`src/common/supervisor_map.svh`:
```
// Contract
// - reset held while supply low, then 100 ms
// - watchdog timeout programmable 100 ms to 3 s
// - enabled watchdog unrestarted pulses reset 100 ms
// - flag records cause of latest reset
// - reset output active low for all causes
// - manual reset filtered and debounced first
// - early fail input compared to 1.2 V
// - open-drain reset pin also senses manual reset
// - shared pin carries fail warning outside calibration
`ifndef SUPERVISOR_MAP_SVH
`define SUPERVISOR_MAP_SVH

`define CLK_KHZ 200000
`define STRETCH_MS 100
`define WD_UNIT_MS 100
`define DEB_US 10
`define CAL_HZ 512

`define OFS_CTRL 8'h00
`define OFS_RESTART 8'h04
`define OFS_STATUS 8'h08
`define OFS_TRIP 8'h0C

`define CTRL_WD_EN 0
`define CTRL_CAL 1
`define CTRL_SEL_LO 2
`define CTRL_SEL_HI 6
`define STAT_LOW 0
`define STAT_WD 1
`define STAT_MAN 2
`define STAT_ACTIVE 3
`define STAT_WARN 4
`define STAT_SUPLOW 5

`define WD_SEL_RST 5'h0A
`define WD_SEL_MIN 5'h01
`define WD_SEL_MAX 5'h1E
`define TRIP_RST 8'h80
`define REF_1V2 8'h60

`define RESP_OKAY 2'h0
`define RESP_SLVERR 2'h2

`endif

```
`src/common/supervisor_pkg.sv`:
```
package supervisor_pkg;

  typedef enum logic [1:0] {
    ST_RUN = 2'h0,
    ST_HOLD = 2'h1,
    ST_STRETCH = 2'h3
  } sup_state_t;

  typedef struct packed {
    sup_state_t st;
    logic [31:0] stretch_cnt;
    logic [31:0] wd_cnt;
    logic wd_en;
    logic cal_mode;
    logic [4:0] wd_sel;
    logic [7:0] trip;
    logic flag_low;
    logic flag_wd;
    logic flag_man;
    logic man_prev;
    logic [31:0] cal_cnt;
    logic cal_sq;
    logic fail_out;
    logic oe_n;
    logic aw_full;
    logic [7:0] aw_addr;
    logic w_full;
    logic [31:0] wdata;
    logic [3:0] wstrb;
    logic aw_rdy;
    logic w_rdy;
    logic bvalid;
    logic [1:0] bresp;
    logic ar_rdy;
    logic rvalid;
    logic [1:0] rresp;
    logic [31:0] rdata;
  } sup_regs_t;

  typedef struct packed {
    logic s1;
    logic s2;
    logic s3;
    logic [15:0] cnt;
    logic level;
  } deb_regs_t;

endpackage

```
`src/hw/pin_debounce.sv`:
```
`timescale 1ns/1ps
`include "supervisor_map.svh"

module pin_debounce #(
  parameter logic [15:0] STABLE_CYC = 16'(`DEB_US * `CLK_KHZ / 1000)
) (
  input wire logic aclk,
  input wire logic aresetn,
  input wire logic ce,
  input wire logic pin_i,
  output logic level_o
);

  supervisor_pkg::deb_regs_t r, n;

  always_comb begin
    n = r;
    n.s1 = pin_i;
    n.s2 = r.s1;
    n.s3 = r.s2;
    // glitches shorter than the window never reach the level
    if (r.s2 != r.s3 || r.s3 == r.level) begin
      n.cnt = 16'h0000;
    end else if (r.cnt == STABLE_CYC - 16'h0001) begin
      n.cnt = 16'h0000;
      n.level = r.s3;
    end else begin
      n.cnt = r.cnt + 16'h0001;
    end
  end

  always_ff @(posedge aclk) begin
    if (!aresetn) begin
      r <= '{s1: 1'b1, s2: 1'b1, s3: 1'b1, cnt: 16'h0000, level: 1'b1};
    end else if (ce) begin
      r <= n;
    end
  end

  assign level_o = r.level;
endmodule

```
`src/hw/processor_supervisor.sv`:
```
`timescale 1ns/1ps
`include "supervisor_map.svh"

module processor_supervisor #(
  parameter logic [31:0] STRETCH_CYC = 32'(`STRETCH_MS * `CLK_KHZ),
  parameter logic [31:0] WD_UNIT_CYC = 32'(`WD_UNIT_MS * `CLK_KHZ),
  parameter logic [31:0] CAL_HALF_CYC = 32'(`CLK_KHZ * 1000 / (2 * `CAL_HZ))
) (
  input wire logic aclk,
  input wire logic aresetn,
  input wire logic ce,
  input wire logic [7:0] supply_code,
  input wire logic [7:0] early_fail_input,
  input wire logic rst_pin_i,
  output logic rst_pin_o,
  output logic rst_pin_oe_n,
  output logic calib_or_fail_warning_out,
  input wire logic s_axi_awvalid,
  output logic s_axi_awready,
  input wire logic [7:0] s_axi_awaddr,
  input wire logic [2:0] s_axi_awprot,
  input wire logic s_axi_wvalid,
  output logic s_axi_wready,
  input wire logic [31:0] s_axi_wdata,
  input wire logic [3:0] s_axi_wstrb,
  output logic s_axi_bvalid,
  input wire logic s_axi_bready,
  output logic [1:0] s_axi_bresp,
  input wire logic s_axi_arvalid,
  output logic s_axi_arready,
  input wire logic [7:0] s_axi_araddr,
  input wire logic [2:0] s_axi_arprot,
  output logic s_axi_rvalid,
  input wire logic s_axi_rready,
  output logic [31:0] s_axi_rdata,
  output logic [1:0] s_axi_rresp
);

  supervisor_pkg::sup_regs_t r, n;
  logic man_level;
  logic supply_low;
  logic wr_now;
  logic restart;
  logic man_fall;
  logic wd_expire;
  logic [4:0] sel_eff;
  logic [31:0] wd_limit;
  logic [7:0] waddr;
  logic [7:0] raddr;

  pin_debounce u_man_deb (
    .aclk(aclk),
    .aresetn(aresetn),
    .ce(ce),
    .pin_i(rst_pin_i),
    .level_o(man_level)
  );

  always_comb begin
    supply_low = supply_code < r.trip;
    if (r.wd_sel < `WD_SEL_MIN) begin
      sel_eff = `WD_SEL_MIN;
    end else if (r.wd_sel > `WD_SEL_MAX) begin
      sel_eff = `WD_SEL_MAX;
    end else begin
      sel_eff = r.wd_sel;
    end
    wd_limit = 32'(sel_eff) * WD_UNIT_CYC;
    waddr = {r.aw_addr[7:2], 2'h0};
    raddr = {s_axi_araddr[7:2], 2'h0};
    wr_now = r.aw_full && r.w_full && !r.bvalid;
    restart = wr_now && waddr == `OFS_RESTART && r.wstrb[0] &&
      r.wdata[0];
    // our own drive loops back on the pin, so only a run-state fall counts
    man_fall = r.man_prev && !man_level && r.st == supervisor_pkg::ST_RUN;
    wd_expire = r.st == supervisor_pkg::ST_RUN && r.wd_en &&
      r.wd_cnt >= wd_limit - 32'h1 && !restart;
  end

  always_comb begin
    n = r;
    n.man_prev = man_level;

    case (r.st)
      supervisor_pkg::ST_RUN: begin
        if (supply_low) begin
          n.st = supervisor_pkg::ST_HOLD;
          {n.flag_low, n.flag_wd, n.flag_man} = 3'h4;
        end else if (wd_expire) begin
          n.st = supervisor_pkg::ST_STRETCH;
          n.stretch_cnt = 32'h0;
          {n.flag_low, n.flag_wd, n.flag_man} = 3'h2;
        end else if (man_fall) begin
          n.st = supervisor_pkg::ST_STRETCH;
          n.stretch_cnt = 32'h0;
          {n.flag_low, n.flag_wd, n.flag_man} = 3'h1;
        end
      end
      supervisor_pkg::ST_HOLD: begin
        if (!supply_low) begin
          n.st = supervisor_pkg::ST_STRETCH;
          n.stretch_cnt = 32'h0;
        end
      end
      supervisor_pkg::ST_STRETCH: begin
        if (supply_low) begin
          n.st = supervisor_pkg::ST_HOLD;
          {n.flag_low, n.flag_wd, n.flag_man} = 3'h4;
        end else if (r.stretch_cnt == STRETCH_CYC - 32'h1) begin
          n.st = supervisor_pkg::ST_RUN;
        end else begin
          n.stretch_cnt = r.stretch_cnt + 32'h1;
        end
      end
      default: begin
        n.st = supervisor_pkg::ST_HOLD;
      end
    endcase

    // open drain: enable low pulls the pin low in every reset state
    n.oe_n = n.st == supervisor_pkg::ST_RUN;

    if (n.st != supervisor_pkg::ST_RUN || !r.wd_en || restart) begin
      n.wd_cnt = 32'h0;
    end else begin
      n.wd_cnt = r.wd_cnt + 32'h1;
    end

    if (r.cal_cnt == CAL_HALF_CYC - 32'h1) begin
      n.cal_cnt = 32'h0;
      n.cal_sq = !r.cal_sq;
    end else begin
      n.cal_cnt = r.cal_cnt + 32'h1;
    end
    n.fail_out = r.cal_mode ? r.cal_sq :
      (early_fail_input < `REF_1V2);

    if (s_axi_awvalid && r.aw_rdy) begin
      n.aw_full = 1'b1;
      n.aw_addr = s_axi_awaddr;
    end
    if (s_axi_wvalid && r.w_rdy) begin
      n.w_full = 1'b1;
      n.wdata = s_axi_wdata;
      n.wstrb = s_axi_wstrb;
    end
    if (r.bvalid && s_axi_bready) begin
      n.bvalid = 1'b0;
    end
    if (wr_now) begin
      n.aw_full = 1'b0;
      n.w_full = 1'b0;
      n.bvalid = 1'b1;
      n.bresp = `RESP_OKAY;
      case (waddr)
        `OFS_CTRL: begin
          if (r.wstrb[0]) begin
            n.wd_en = r.wdata[`CTRL_WD_EN];
            n.cal_mode = r.wdata[`CTRL_CAL];
            n.wd_sel = r.wdata[`CTRL_SEL_HI:`CTRL_SEL_LO];
          end
        end
        `OFS_RESTART: begin
        end
        `OFS_STATUS: begin
          // a cause landing this cycle wins over the clear
          if (r.wstrb[0]) begin
            n.flag_low = n.flag_low & !(r.wdata[`STAT_LOW] &&
              !(supply_low && r.st != supervisor_pkg::ST_HOLD));
            n.flag_wd = n.flag_wd & !(r.wdata[`STAT_WD] && !wd_expire);
            n.flag_man = n.flag_man & !(r.wdata[`STAT_MAN] &&
              !(man_fall && !supply_low && !wd_expire));
          end
        end
        `OFS_TRIP: begin
          if (r.wstrb[0]) begin
            n.trip = r.wdata[7:0];
          end
        end
        default: begin
          n.bresp = `RESP_SLVERR;
        end
      endcase
    end
    n.aw_rdy = !n.aw_full && !n.bvalid;
    n.w_rdy = !n.w_full && !n.bvalid;

    if (r.rvalid && s_axi_rready) begin
      n.rvalid = 1'b0;
    end
    if (s_axi_arvalid && r.ar_rdy) begin
      n.rvalid = 1'b1;
      n.rresp = `RESP_OKAY;
      n.rdata = 32'h0;
      case (raddr)
        `OFS_CTRL: begin
          n.rdata[`CTRL_WD_EN] = r.wd_en;
          n.rdata[`CTRL_CAL] = r.cal_mode;
          n.rdata[`CTRL_SEL_HI:`CTRL_SEL_LO] = r.wd_sel;
        end
        `OFS_RESTART: begin
        end
        `OFS_STATUS: begin
          n.rdata[`STAT_LOW] = r.flag_low;
          n.rdata[`STAT_WD] = r.flag_wd;
          n.rdata[`STAT_MAN] = r.flag_man;
          n.rdata[`STAT_ACTIVE] = r.st != supervisor_pkg::ST_RUN;
          n.rdata[`STAT_WARN] = early_fail_input < `REF_1V2;
          n.rdata[`STAT_SUPLOW] = supply_low;
        end
        `OFS_TRIP: begin
          n.rdata[7:0] = r.trip;
        end
        default: begin
          n.rresp = `RESP_SLVERR;
        end
      endcase
    end
    n.ar_rdy = !n.rvalid;
  end

  always_ff @(posedge aclk) begin
    if (!aresetn) begin
      r <= '0;
      r.st <= supervisor_pkg::ST_STRETCH;
      r.wd_sel <= `WD_SEL_RST;
      r.trip <= `TRIP_RST;
      r.flag_low <= 1'b1;
      r.man_prev <= 1'b1;
      r.aw_rdy <= 1'b1;
      r.w_rdy <= 1'b1;
      r.ar_rdy <= 1'b1;
    end else if (ce) begin
      r <= n;
    end
  end

  assign rst_pin_o = 1'b0;
  assign rst_pin_oe_n = r.oe_n;
  assign calib_or_fail_warning_out = r.fail_out;
  assign s_axi_awready = r.aw_rdy;
  assign s_axi_wready = r.w_rdy;
  assign s_axi_bvalid = r.bvalid;
  assign s_axi_bresp = r.bresp;
  assign s_axi_arready = r.ar_rdy;
  assign s_axi_rvalid = r.rvalid;
  assign s_axi_rdata = r.rdata;
  assign s_axi_rresp = r.rresp;
endmodule

```
`config.mk`:
```
export PLATFORM = sky130hd
export DESIGN_NAME = processor_supervisor
export DESIGN_NICKNAME = d
export VERILOG_FILES = /design/src/common/supervisor_pkg.sv /design/src/hw/pin_debounce.sv /design/src/hw/processor_supervisor.sv
export VERILOG_INCLUDE_DIRS = /design/src /design/src/common
export SDC_FILE = /design/constraint.sdc
export NUM_CORES = 1
export LEC_CHECK = 0
export BUFFER_PORTS_ARGS = -buffer_cell sky130_fd_sc_hd__buf_2
export CAP_MARGIN = 0
export CORE_ASPECT_RATIO = 0.7
export CORE_MARGIN = 8
export CORE_UTILIZATION = 45
export DETAILED_ROUTE_END_ITERATION = 8
export HOLD_SLACK_MARGIN = 0.08
export SLEW_MARGIN = 20
export SYNTH_ARGS = -nofsm -noshare
export SYNTH_HDL_FRONTEND = slang
export SYNTH_HIERARCHICAL = 1
export SYNTH_SLANG_ARGS = --single-unit
```
`constraint.sdc`:
```
create_clock -name aclk -period 14.08 [get_ports aclk]
set_input_delay 1.408 -clock aclk [delete_from_list [all_inputs] [get_ports aclk]]
set_output_delay 1.408 -clock aclk [all_outputs]
set_load 0.02 [all_outputs]
```
==> results.ini, run 1 <==
[sta]
postLayoutSetupSlackWorst_ns=5.64
slew_violations=0
slew_headroom_pct=29.3
period_share_pct=59.9
worst_hold_slack_after_final_layout_ns=0.457
final.setup_skew_ns=0.0143
max_clock_freq_ghz=0.119
period_needed_ns=8.44
setup_tns_ns=0
hold_viol_final=0
rsz0062_at_grt=false
worstMarginPinSlew_ns=1.06
final-setup-viol-count=0

[synth]
synth.ff_latch_count=172
yosys.area_share.adder_pct=10.4
yosysTopAreaCell=dfxtp_1
synth_compound_area_share_pct=13.1
synthSimpleGateAreaFrac_pct=26.4
part_of_the_yosys_area_used_for_sequential_elements_pct=31.4
synth.top_cells.by_area=dfxtp_1 (31%), ha_1 (9.7%), xnor2_1 (5.0%)
total_standard_cell_area_after_synthesis_mm2=0.0110
post_synth_xor_area_fraction_pct=9.19
ys.warnings.count=6
synthDominantCellAreaShare_pct=31.4
synthesis.instances=1291
post_synth_num_cell_types=90
largest_family_of_logic_cells_by_synthesized_area=simple AND/OR/NAND/NOR gates
ys_dominant_reg_cell=dfxtp_1
synth.area.mux_share_pct=3.10
synth.avg_cell_area_um2=8.49
synth_edf_count=0
synth_async_sr_flop_share_pct=0

[drt]
vias=8783
dr.first_iter.drc_count=601
detailedRoute.firstPassIterationCount=7
detail_route.wl_per_cell_um=14.8
routed_via_density=5.34
antenna_left=0
drc=0
drt_wl_total_um=24400

[die]
floorplan.die_area_mm2=0.0297
std_cell_rows=47
start_util_pct=46.2
die_h_um=147
io_pins=127
die_width_um=203
core_area_mm2=0.0238

[finish]
most_used_cells_in_the_layout_excluding_fill_and_tap_cells=dfxtp_1 (172), nor2_1 (133), nand2_1 (124)
layout_cells_sized_above_1_pct=9.05
final_common_cell=dfxtp_1
final_net_count=1485
n_antenna_cell=0
area_of_all_placed_cells_without_fillers_mm2=0.0119
layout-area-overhead-vs-synth_pct=8.21

[power]
power_frac_comb_pct=6.9
clkPwrFrac_pct=45.6
seq_power_share_pct=47.5
power_spent_charging_and_discharging_nets_mw=0.262
static_leakage_nw=4.72
p_sw_share_pct=25.0
power.density_cell_area_mw_per_mm2=88.4
power.total_mw=1.05
power.internal_mw=0.787
vdd.ir_drop.worst_v=0.0000906

[placement]
postPlaceCellArea_mm2=0.0113
dp_wirelength_um=18100
pre_cts_ws_ns=5.68
placement.io_buffers=57
gp_congestion=0.843

[global_routing]
grt_overflow_total=0
met2_usage_pct=23.6
gr-usage-all-layers_pct=16.4
grt_first_pass_wirelength_um=41200
first_global_vias=8153
grt_util_met1_pct=24.5
gr-max-usage-layer=met1
grt_start_max_net_pins=74
antenna_violations_before_repair=0
global_route.usage.met3_pct=3.03

[cts]
cts_tree=done
cts.clk_slew.worst_paths_ns=0.07
cts_max_level=4
cts.hold.buffers_added=0
post_cts.repair.setup_buffers=0
cts_root_buffer=clkbuf_16
cts_inserted_buffers=17
ctsLongestPathBuffers=2
cts_sinks=172
clk_latency_ns=0.43
post_cts.resized_instances=0

[setup_path]
path_max_fanout=28
worst-endpoint-required_ns=14.36
timing.critical_path.from_type=flip-flop
critPathKind=flip-flop to flip-flop
critPathCaptureType=flip-flop
timing.critical_path.arrival_ns=8.72

[hold_path]
holdCritPathClass=flip-flop to flip-flop

[status]
run_status=complete, no violations

[job]
max_cap_viol_count=0

## kinds of logic after synthesis
logic type,Yosys count
simple gates,548
mux,34
fa+ha+maj,89
buf+inv,130
flops,172
xor+xnor,115
compound gates,202
other cells,1
## path summary, 6_finish.rpt
path | from | to | slack, ns | cells after the start
worst max register to register | r[137] | r[188] | 5.64 | 27
worst min register to register | r[125] | r[125] | 0.46 | 1
worst min-delay path | r[125] | r[125] | 0.46 | 1
worst max-delay path | r[137] | r[188] | 5.64 | 27
## worst max-delay path: stages (launching register included)
cell and delay, ns:
dfxtp_1 0.71, and2_1 0.23, o21ai_0 0.07, nand2_1 0.27
ha_1 0.33, ha_1 0.29, inv_1 0.05, fa_1 0.50
inv_1 0.04, ha_1 0.34, nor2b_1 0.23, o2111ai_1 0.27
and4_1 0.25, nor4_2 0.44, o2111ai_1 0.27, nor3_1 0.49
nor4bb_1 0.33, xor2_1 0.12, ha_1 0.31, nand4_1 0.13
nor3_1 0.38, nand4_1 0.18, a31oi_1 0.39, nor3b_2 0.11
buf_4 0.24, or2_1 0.46, o21ai_4 0.69, nor2_1 0.12
## cell type report
| type | count | area (µm²) |
|---|---|---|
| Inverter | 46 | 173 |
| Multi-Input combinational cell | 1015 | 6930 |
| Tap cell | 318 | 398 |
| Fill cell | 2293 | 11900 |
| Clock buffer | 19 | 443 |
| Clock inverter | 13 | 158 |
| Timing Repair Buffer | 61 | 315 |
| Sequential cell | 172 | 3440 |
## per-layer routing
layer  share of wire, %  vias to the layer above
met3                3.4                       15
met2                 40                      136
met1                 55                     4067
li1                   -                     4565
met4               0.90                        0
met5                  0                        -
## Yosys cell counts (all sizes together), types with 4 or more instances
| master | instances |
|---|---|
| o31ai | 9 |
| dfxtp | 172 |
| fa | 4 |
| a22o | 6 |
| inv | 45 |
| nand3b | 7 |
| or4 | 16 |
| nand2 | 125 |
| o2111ai | 4 |
| and2 | 16 |
| nor4b | 6 |
| nor2 | 134 |
| xor2 | 52 |
| nand4 | 25 |
| or4b | 4 |
| nor3 | 25 |
| nand2b | 13 |
| a221oi | 4 |
| a21o | 21 |
| nor2b | 35 |
| buf | 56 |
| a31oi | 5 |
| o211a | 4 |
| and3 | 22 |
| a21boi | 20 |
| o21a | 9 |
| or2 | 7 |
| mux2i | 34 |
| ha | 85 |
| and4 | 10 |
| nor4 | 35 |
| nand3 | 51 |
| clkbuf | 28 |
| o211ai | 7 |
| a22oi | 7 |
| a21oi | 32 |
| o21ai | 36 |
| a211oi | 5 |
| xnor2 | 63 |
## sequential cells by signal (all words and copies together) (netlist names)
name / flops
s_axi_awready: 1
s_axi_rdata: 8
s_axi_wready: 1
s_axi_bresp: 1
r: 135
s_axi_arready: 1
u_man_deb/r: 17
s_axi_rresp: 1
calib_or_fail_warning_out: 1
rst_pin_oe_n: 1
s_axi_rvalid: 1
u_man_deb/level_o: 1
s_axi_bvalid: 1
u_man_deb/n: 2
## metrics by stage
stage	instances	utilization, %
floorplan	1317	-
global placement	1612	47.4
detailed placement	1612	47.4
CTS	1644	49.9
global route	1644	49.9
finish	1644	49.9
## power groups by stage
| stage | Sequential (mW) | Combinational [mW] | Clock, mW |
|---|---|---|---|
| floorplan | 0.510 | 0.0588 | 0 |
| finish | 0.499 | 0.0721 | 0.478 |
| CTS | 0.499 | 0.0723 | 0.490 |
| detailed placement | 0.510 | 0.0721 | 0 |
| global route | 0.499 | 0.0803 | 0.510 |
| global placement | 0.510 | 0.0714 | 0 |
No activity file was read; power rests on OpenSTA's default activity.
==> run 2, diff against run 1 <==
- clock period: 14.08 -> 7.89 ns (I/O delays scaled with it)
==> results.ini, run 2 (synthesis gave the netlist of run 1 again) <==
[status]
run_status=complete, no violations

[global_routing]
gr-max-usage-layer=met1
antenna_violations_before_repair=0  ; unchanged
grt_start_max_net_pins=74  ; unchanged
grt_first_pass_wirelength_um=42600  ; +3.5%
grt_util_met1_pct=25.2  ; +0.73 points
gr-usage-all-layers_pct=16.8  ; +0.46 points
grt_overflow_total=0  ; unchanged
global_route.usage.met3_pct=3.18  ; +0.15 points
first_global_vias=8376  ; +2.7%
met2_usage_pct=24.6  ; +0.95 points

[setup_path]
critical_path_buf_inv_count=2  ; -1
crit_path_top_delay_cell=or4_1
worst-endpoint-required_ns=8.25  ; -6.11 ns
r2r.worst_path.cells=27  ; unchanged
critPathCaptureType=flip-flop
reg2reg_setup_slack_ns=0.57  ; -5.08 ns
critPathKind=flip-flop to flip-flop
most_frequent_cell_on_the_critical_path=ha_1
critical_path.max_stage_delay_ns=0.53  ; -0.18 ns
crit-reg2reg-capture=r[177]
path_max_fanout=12  ; -57%
timing.critical_path.arrival_ns=7.68  ; -1.04 ns
regToRegStartpoint=r[135]
critPathTopFamily=simple AND/OR/NAND/NOR gates
worstSetupPathDepth=27  ; unchanged
timing.critical_path.from_type=flip-flop

[drt]
drt_wl_total_um=24800  ; +1.6%
vias=8889  ; +1.2%
drc=0  ; unchanged
dr.first_iter.drc_count=542  ; -9.8%
detailedRoute.firstPassIterationCount=7  ; unchanged
antenna_left=0  ; unchanged
detail_route.wl_per_cell_um=14.9  ; +0.73%
routed_via_density=5.36  ; +0.35%

[hold_path]
hold_start=r[125]
holdCritPathClass=flip-flop to flip-flop
timing.hold.worst_endpoint=r[125]
hold_depth=1  ; unchanged

[placement]
placement.io_buffers=57  ; unchanged
dp_wirelength_um=18500  ; +2.4%
postPlaceCellArea_mm2=0.0114  ; +1.0%
gp_congestion=0.831  ; -1.4%
pre_cts_ws_ns=0.531  ; -5.14 ns

[cts]
cts_inserted_buffers=17  ; unchanged
clk_latency_ns=0.43  ; about the same
cts.clk_slew.worst_paths_ns=0.07  ; about the same
cts_max_level=4  ; unchanged
cts.hold.buffers_added=0  ; unchanged
cts_sinks=172  ; unchanged
ctsLongestPathBuffers=2  ; unchanged
cts_tree=done
cts_root_buffer=clkbuf_16
post_cts.repair.setup_buffers=0  ; unchanged

[finish]
post_layout_utilization_of_the_core_pct=50.4  ; +0.48 points
layout-area-overhead-vs-synth_pct=9.25
layout_cells_sized_above_1_pct=10.0  ; +0.95 points
n_antenna_cell=0  ; unchanged
final_net_count=1499  ; +0.94%
most_used_cells_in_the_layout_excluding_fill_and_tap_cells=dfxtp_1 (172), nor2_1 (133), nand2_1 (125)
largest-register=r
largest_register_ffs=135  ; unchanged
area_of_all_placed_cells_without_fillers_mm2=0.0120  ; +0.97%
final_common_cell=dfxtp_1

[sta]
slew_violations=0  ; unchanged
period_share_pct=92.8  ; +33 points
postLayoutSetupSlackWorst_ns=0.567  ; -5.08 ns
max_clock_freq_ghz=0.137  ; +15%
worstMarginPinSlew_ns=1.01  ; -0.0447 ns
rsz0062_at_grt=false
final-setup-viol-count=0  ; unchanged
period_needed_ns=7.32  ; -1.11 ns
setup_tns_ns=0  ; unchanged
hold_viol_final=0  ; unchanged
final.setup_skew_ns=0.0179  ; +0.00367 ns
slew_headroom_pct=32.3  ; +3.0 points

[power]
vdd.ir_drop.worst_v=0.000157  ; +73%
static_leakage_nw=4.78  ; +1.4%
power.density_cell_area_mw_per_mm2=155  ; +75%
power.total_mw=1.86  ; +77%

[die]
start_util_pct=46.2  ; unchanged
io_pins=127  ; unchanged
die_width_um=203  ; unchanged
floorplan.die_area_mm2=0.0297  ; unchanged
die_h_um=147  ; unchanged
core_area_mm2=0.0238  ; unchanged
std_cell_rows=47  ; unchanged

[job]
max_cap_viol_count=0  ; unchanged

==> run 2: worst max-delay path by stage <==
stage	from	slack, ns	endpoint
after floorplan	r[135]	1.40	r[173]
after global placement	r[135]	0.64	r[183]
after detailed placement	r[135]	0.53	r[183]
after CTS	r[135]	0.49	r[183]
after global routing	r[135]	0.01	r[183]
final	r[135]	0.57	r[177]
==> run 2: where the power goes <==
part | switching, mW | internal, mW | leakage, nW
registers | 0.0100 | 0.880 | 1.39
logic | 0.0886 | 0.0462 | 3.12
clock network | 0.370 | 0.461 | 0.276
total | 0.468 | 1.39 | 4.78
==> run 2: area by class of cell <==
class                   count  area, µm²
fillers                  2306      11800
multi-input cells        1015       6950
flip-flops and latches    172       3440
clock buffers              20        457
repair buffers             75        433
well taps                 318        398
inverters                  46        173
clock inverters            12        130
==> run 2: routing by layer <==
layer  up-vias  routed length, µm
met2       149              10200
met3        10                848
met4         0                125
met1      4136              13600
li1       4594                  -
met5         -                  0
==> run 2: per-stage QoR <==
stage / std cells / hold WS [ns]
after CTS: 1658 / 0.464
after detailed placement: 1626 / 0.448
after global routing: 1658 / 0.495
after global placement: 1626 / 0.445
final: 1658 / 0.458
after floorplan: 1317 / 0.426
==> run 2: timing repair <==
| item | CTS | global route |
|---|---|---|
| resized for setup | 0 | 2 |
| endpoints found under the setup margin | 0 | 14 |
| endpoints found under the hold margin | 0 | 0 |
==> run 3, diff against run 2 <==
- CTS_BUF_LIST: unset -> sky130_fd_sc_hd__clkbuf_4
==> results.ini, run 3 (synthesis gave the netlist of run 1 again) <==
[global_routing]
antenna_violations_before_repair=1  ; +1
gr-usage-all-layers_pct=16.7  ; -0.15 points
grt_start_max_net_pins=74  ; unchanged
grt_first_pass_wirelength_um=42300  ; -0.71%
first_global_vias=8333  ; -0.51%
grt_overflow_total=0  ; unchanged

[setup_path]
timing.critical_path.arrival_ns=7.73  ; +0.05 ns
critPathCaptureType=flip-flop
path_max_fanout=12  ; unchanged
critPathKind=flip-flop to flip-flop
worst-endpoint-required_ns=8.38  ; +0.13 ns
timing.critical_path.from_type=flip-flop

[sta]
slew_headroom_pct=31.5  ; -0.82 points
period_share_pct=91.7  ; -1.1 points
slew_violations=0  ; unchanged
final.setup_skew_ns=0.0343  ; +0.0163 ns
final-setup-viol-count=0  ; unchanged
worst_hold_slack_after_final_layout_ns=0.446  ; -0.0117 ns
hold_viol_final=0  ; unchanged
max_clock_freq_ghz=0.138  ; +1.2%
rsz0062_at_grt=false
setup_tns_ns=0  ; unchanged
period_needed_ns=7.23  ; -0.0888 ns
worstMarginPinSlew_ns=1.02  ; +0.0123 ns

[finish]
most_used_cells_in_the_layout_excluding_fill_and_tap_cells=dfxtp_1 (172), nor2_1 (133), nand2_1 (125)
layout-area-overhead-vs-synth_pct=6.47
largest-register=r
largest_register_ffs=135  ; unchanged
layout_cells_sized_above_1_pct=10.0  ; unchanged
fin_cells=1659  ; +0.060%
final_common_cell=dfxtp_1
final_net_count=1499  ; unchanged

[status]
run_status=complete, no violations

[die]
std_cell_rows=47  ; unchanged
io_pins=127  ; unchanged
die_h_um=147  ; unchanged
core_area_mm2=0.0238  ; unchanged
die_width_um=203  ; unchanged
floorplan.die_area_mm2=0.0297  ; unchanged
start_util_pct=46.2  ; unchanged

[placement]
place.detailed.instances=1626  ; unchanged
gp_congestion=0.831  ; unchanged
placement.io_buffers=57  ; unchanged
dp_wirelength_um=18500  ; unchanged

[cts]
clk_latency_ns=0.58  ; +0.15 ns
cts_max_level=4  ; unchanged
cts_tree=done
cts_inserted_buffers=17  ; unchanged
ctsLongestPathBuffers=2  ; unchanged
cts.clk_slew.worst_paths_ns=0.14  ; +0.07 ns
cts_sinks=172  ; unchanged
cts.hold.buffers_added=0  ; unchanged
cts_root_buffer=clkbuf_4

[drt]
drc=0  ; unchanged
dr.first_iter.drc_count=501  ; -7.6%
detailedRoute.firstPassIterationCount=5  ; -2
drt_wl_total_um=24600  ; -0.59%
vias=8906  ; +0.19%
antenna_left=0  ; unchanged
detail_route.wl_per_cell_um=14.8  ; -0.65%
routed_via_density=5.37  ; +0.13%

[power]
vdd.ir_drop.worst_v=0.000114  ; -27%
static_leakage_nw=4.65  ; -2.9%
power.density_cell_area_mw_per_mm2=130  ; -16%

[hold_path]
holdCritPathClass=input pin to flip-flop

[job]
max_cap_viol_count=0  ; unchanged

run 3: power by group:
part,internal (mW),total (mW),switching [mW],leakage [nW]
sequential,0.881,0.891,0.0100,1.39
clock,0.166,0.497,0.331,0.137
combinational,0.0462,0.135,0.0888,3.12
total,1.09,1.52,0.429,4.65
run 3: what timing repair did:
| item | 4_1_cts | 5_1_grt |
|---|---|---|
| setup buffers | 0 | 0 |
| gates resized for setup | 0 | 3 |
| setup endpoints to repair | 0 | 20 |
run 3: layout make-up:
| type | count | area, µm² |
|---|---|---|
| antenna | 1 | 2.50 |
| clock buffer | 18 | 135 |
| clock inverter | 14 | 138 |
| fill | 2351 | 12100 |
| inverter | 46 | 173 |
| multi-input combinational | 1015 | 6950 |
| sequential | 172 | 3440 |
| tap | 318 | 398 |
| timing repair buffer | 75 | 433 |
run 3: worst paths after layout:
check,from,end,slack [ns],cells after the start
worst max-delay path,r[135],r[183],0.66,27
worst min-delay path,rst_pin_i,u_man_deb/n[18],0.45,3
worst max register to register,r[135],r[183],0.66,27
worst min register to register,r[125],r[125],0.47,1
run 3: through the flow:
| step | worst slack, ns | utilization [%] | cell area (µm²) | total power [mW] |
|---|---|---|---|---|
| floorplan | 1.40 | - | 11100 | 1.02 |
| global placement | 0.640 | 47.9 | 11400 | 1.04 |
| detailed placement | 0.531 | 47.9 | 11400 | 1.04 |
| CTS | 0.481 | 49.0 | 11700 | 1.54 |
| global route | 0.0873 | 49.1 | 11700 | 1.59 |
| finish | 0.656 | 49.1 | 11700 | 1.52 |
run 3: critical path, cell delays in order, from the launching register on:
cell	delay, ns
dfxtp_1	0.41
ha_1	0.25
and2_1	0.16
o21ai_0	0.14
nand2_1	0.12
ha_1	0.32
ha_1	0.28
inv_1	0.05
fa_1	0.49
inv_1	0.04
ha_1	0.33
nor2b_1	0.24
o2111ai_2	0.21
and2_1	0.22
a311oi_1	0.33
xor2_1	0.18
nor4b_2	0.38
nor4bb_1	0.41
xor2_1	0.12
ha_1	0.31
nand4_1	0.13
nor3_1	0.30
nand4_1	0.16
a31oi_1	0.35
nor3b_2	0.11
or2_1	0.41
or4b_1	0.52
a21oi_1	0.16
run 3: layer usage:
layer | GRT usage, % | wire [µm] | vias up
met5 | 0 | 0 | -
met4 | 2.93 | 153 | 0
met3 | 3.18 | 839 | 13
met2 | 24.2 | 10000 | 155
met1 | 25.1 | 13600 | 4141
li1 | - | - | 4597
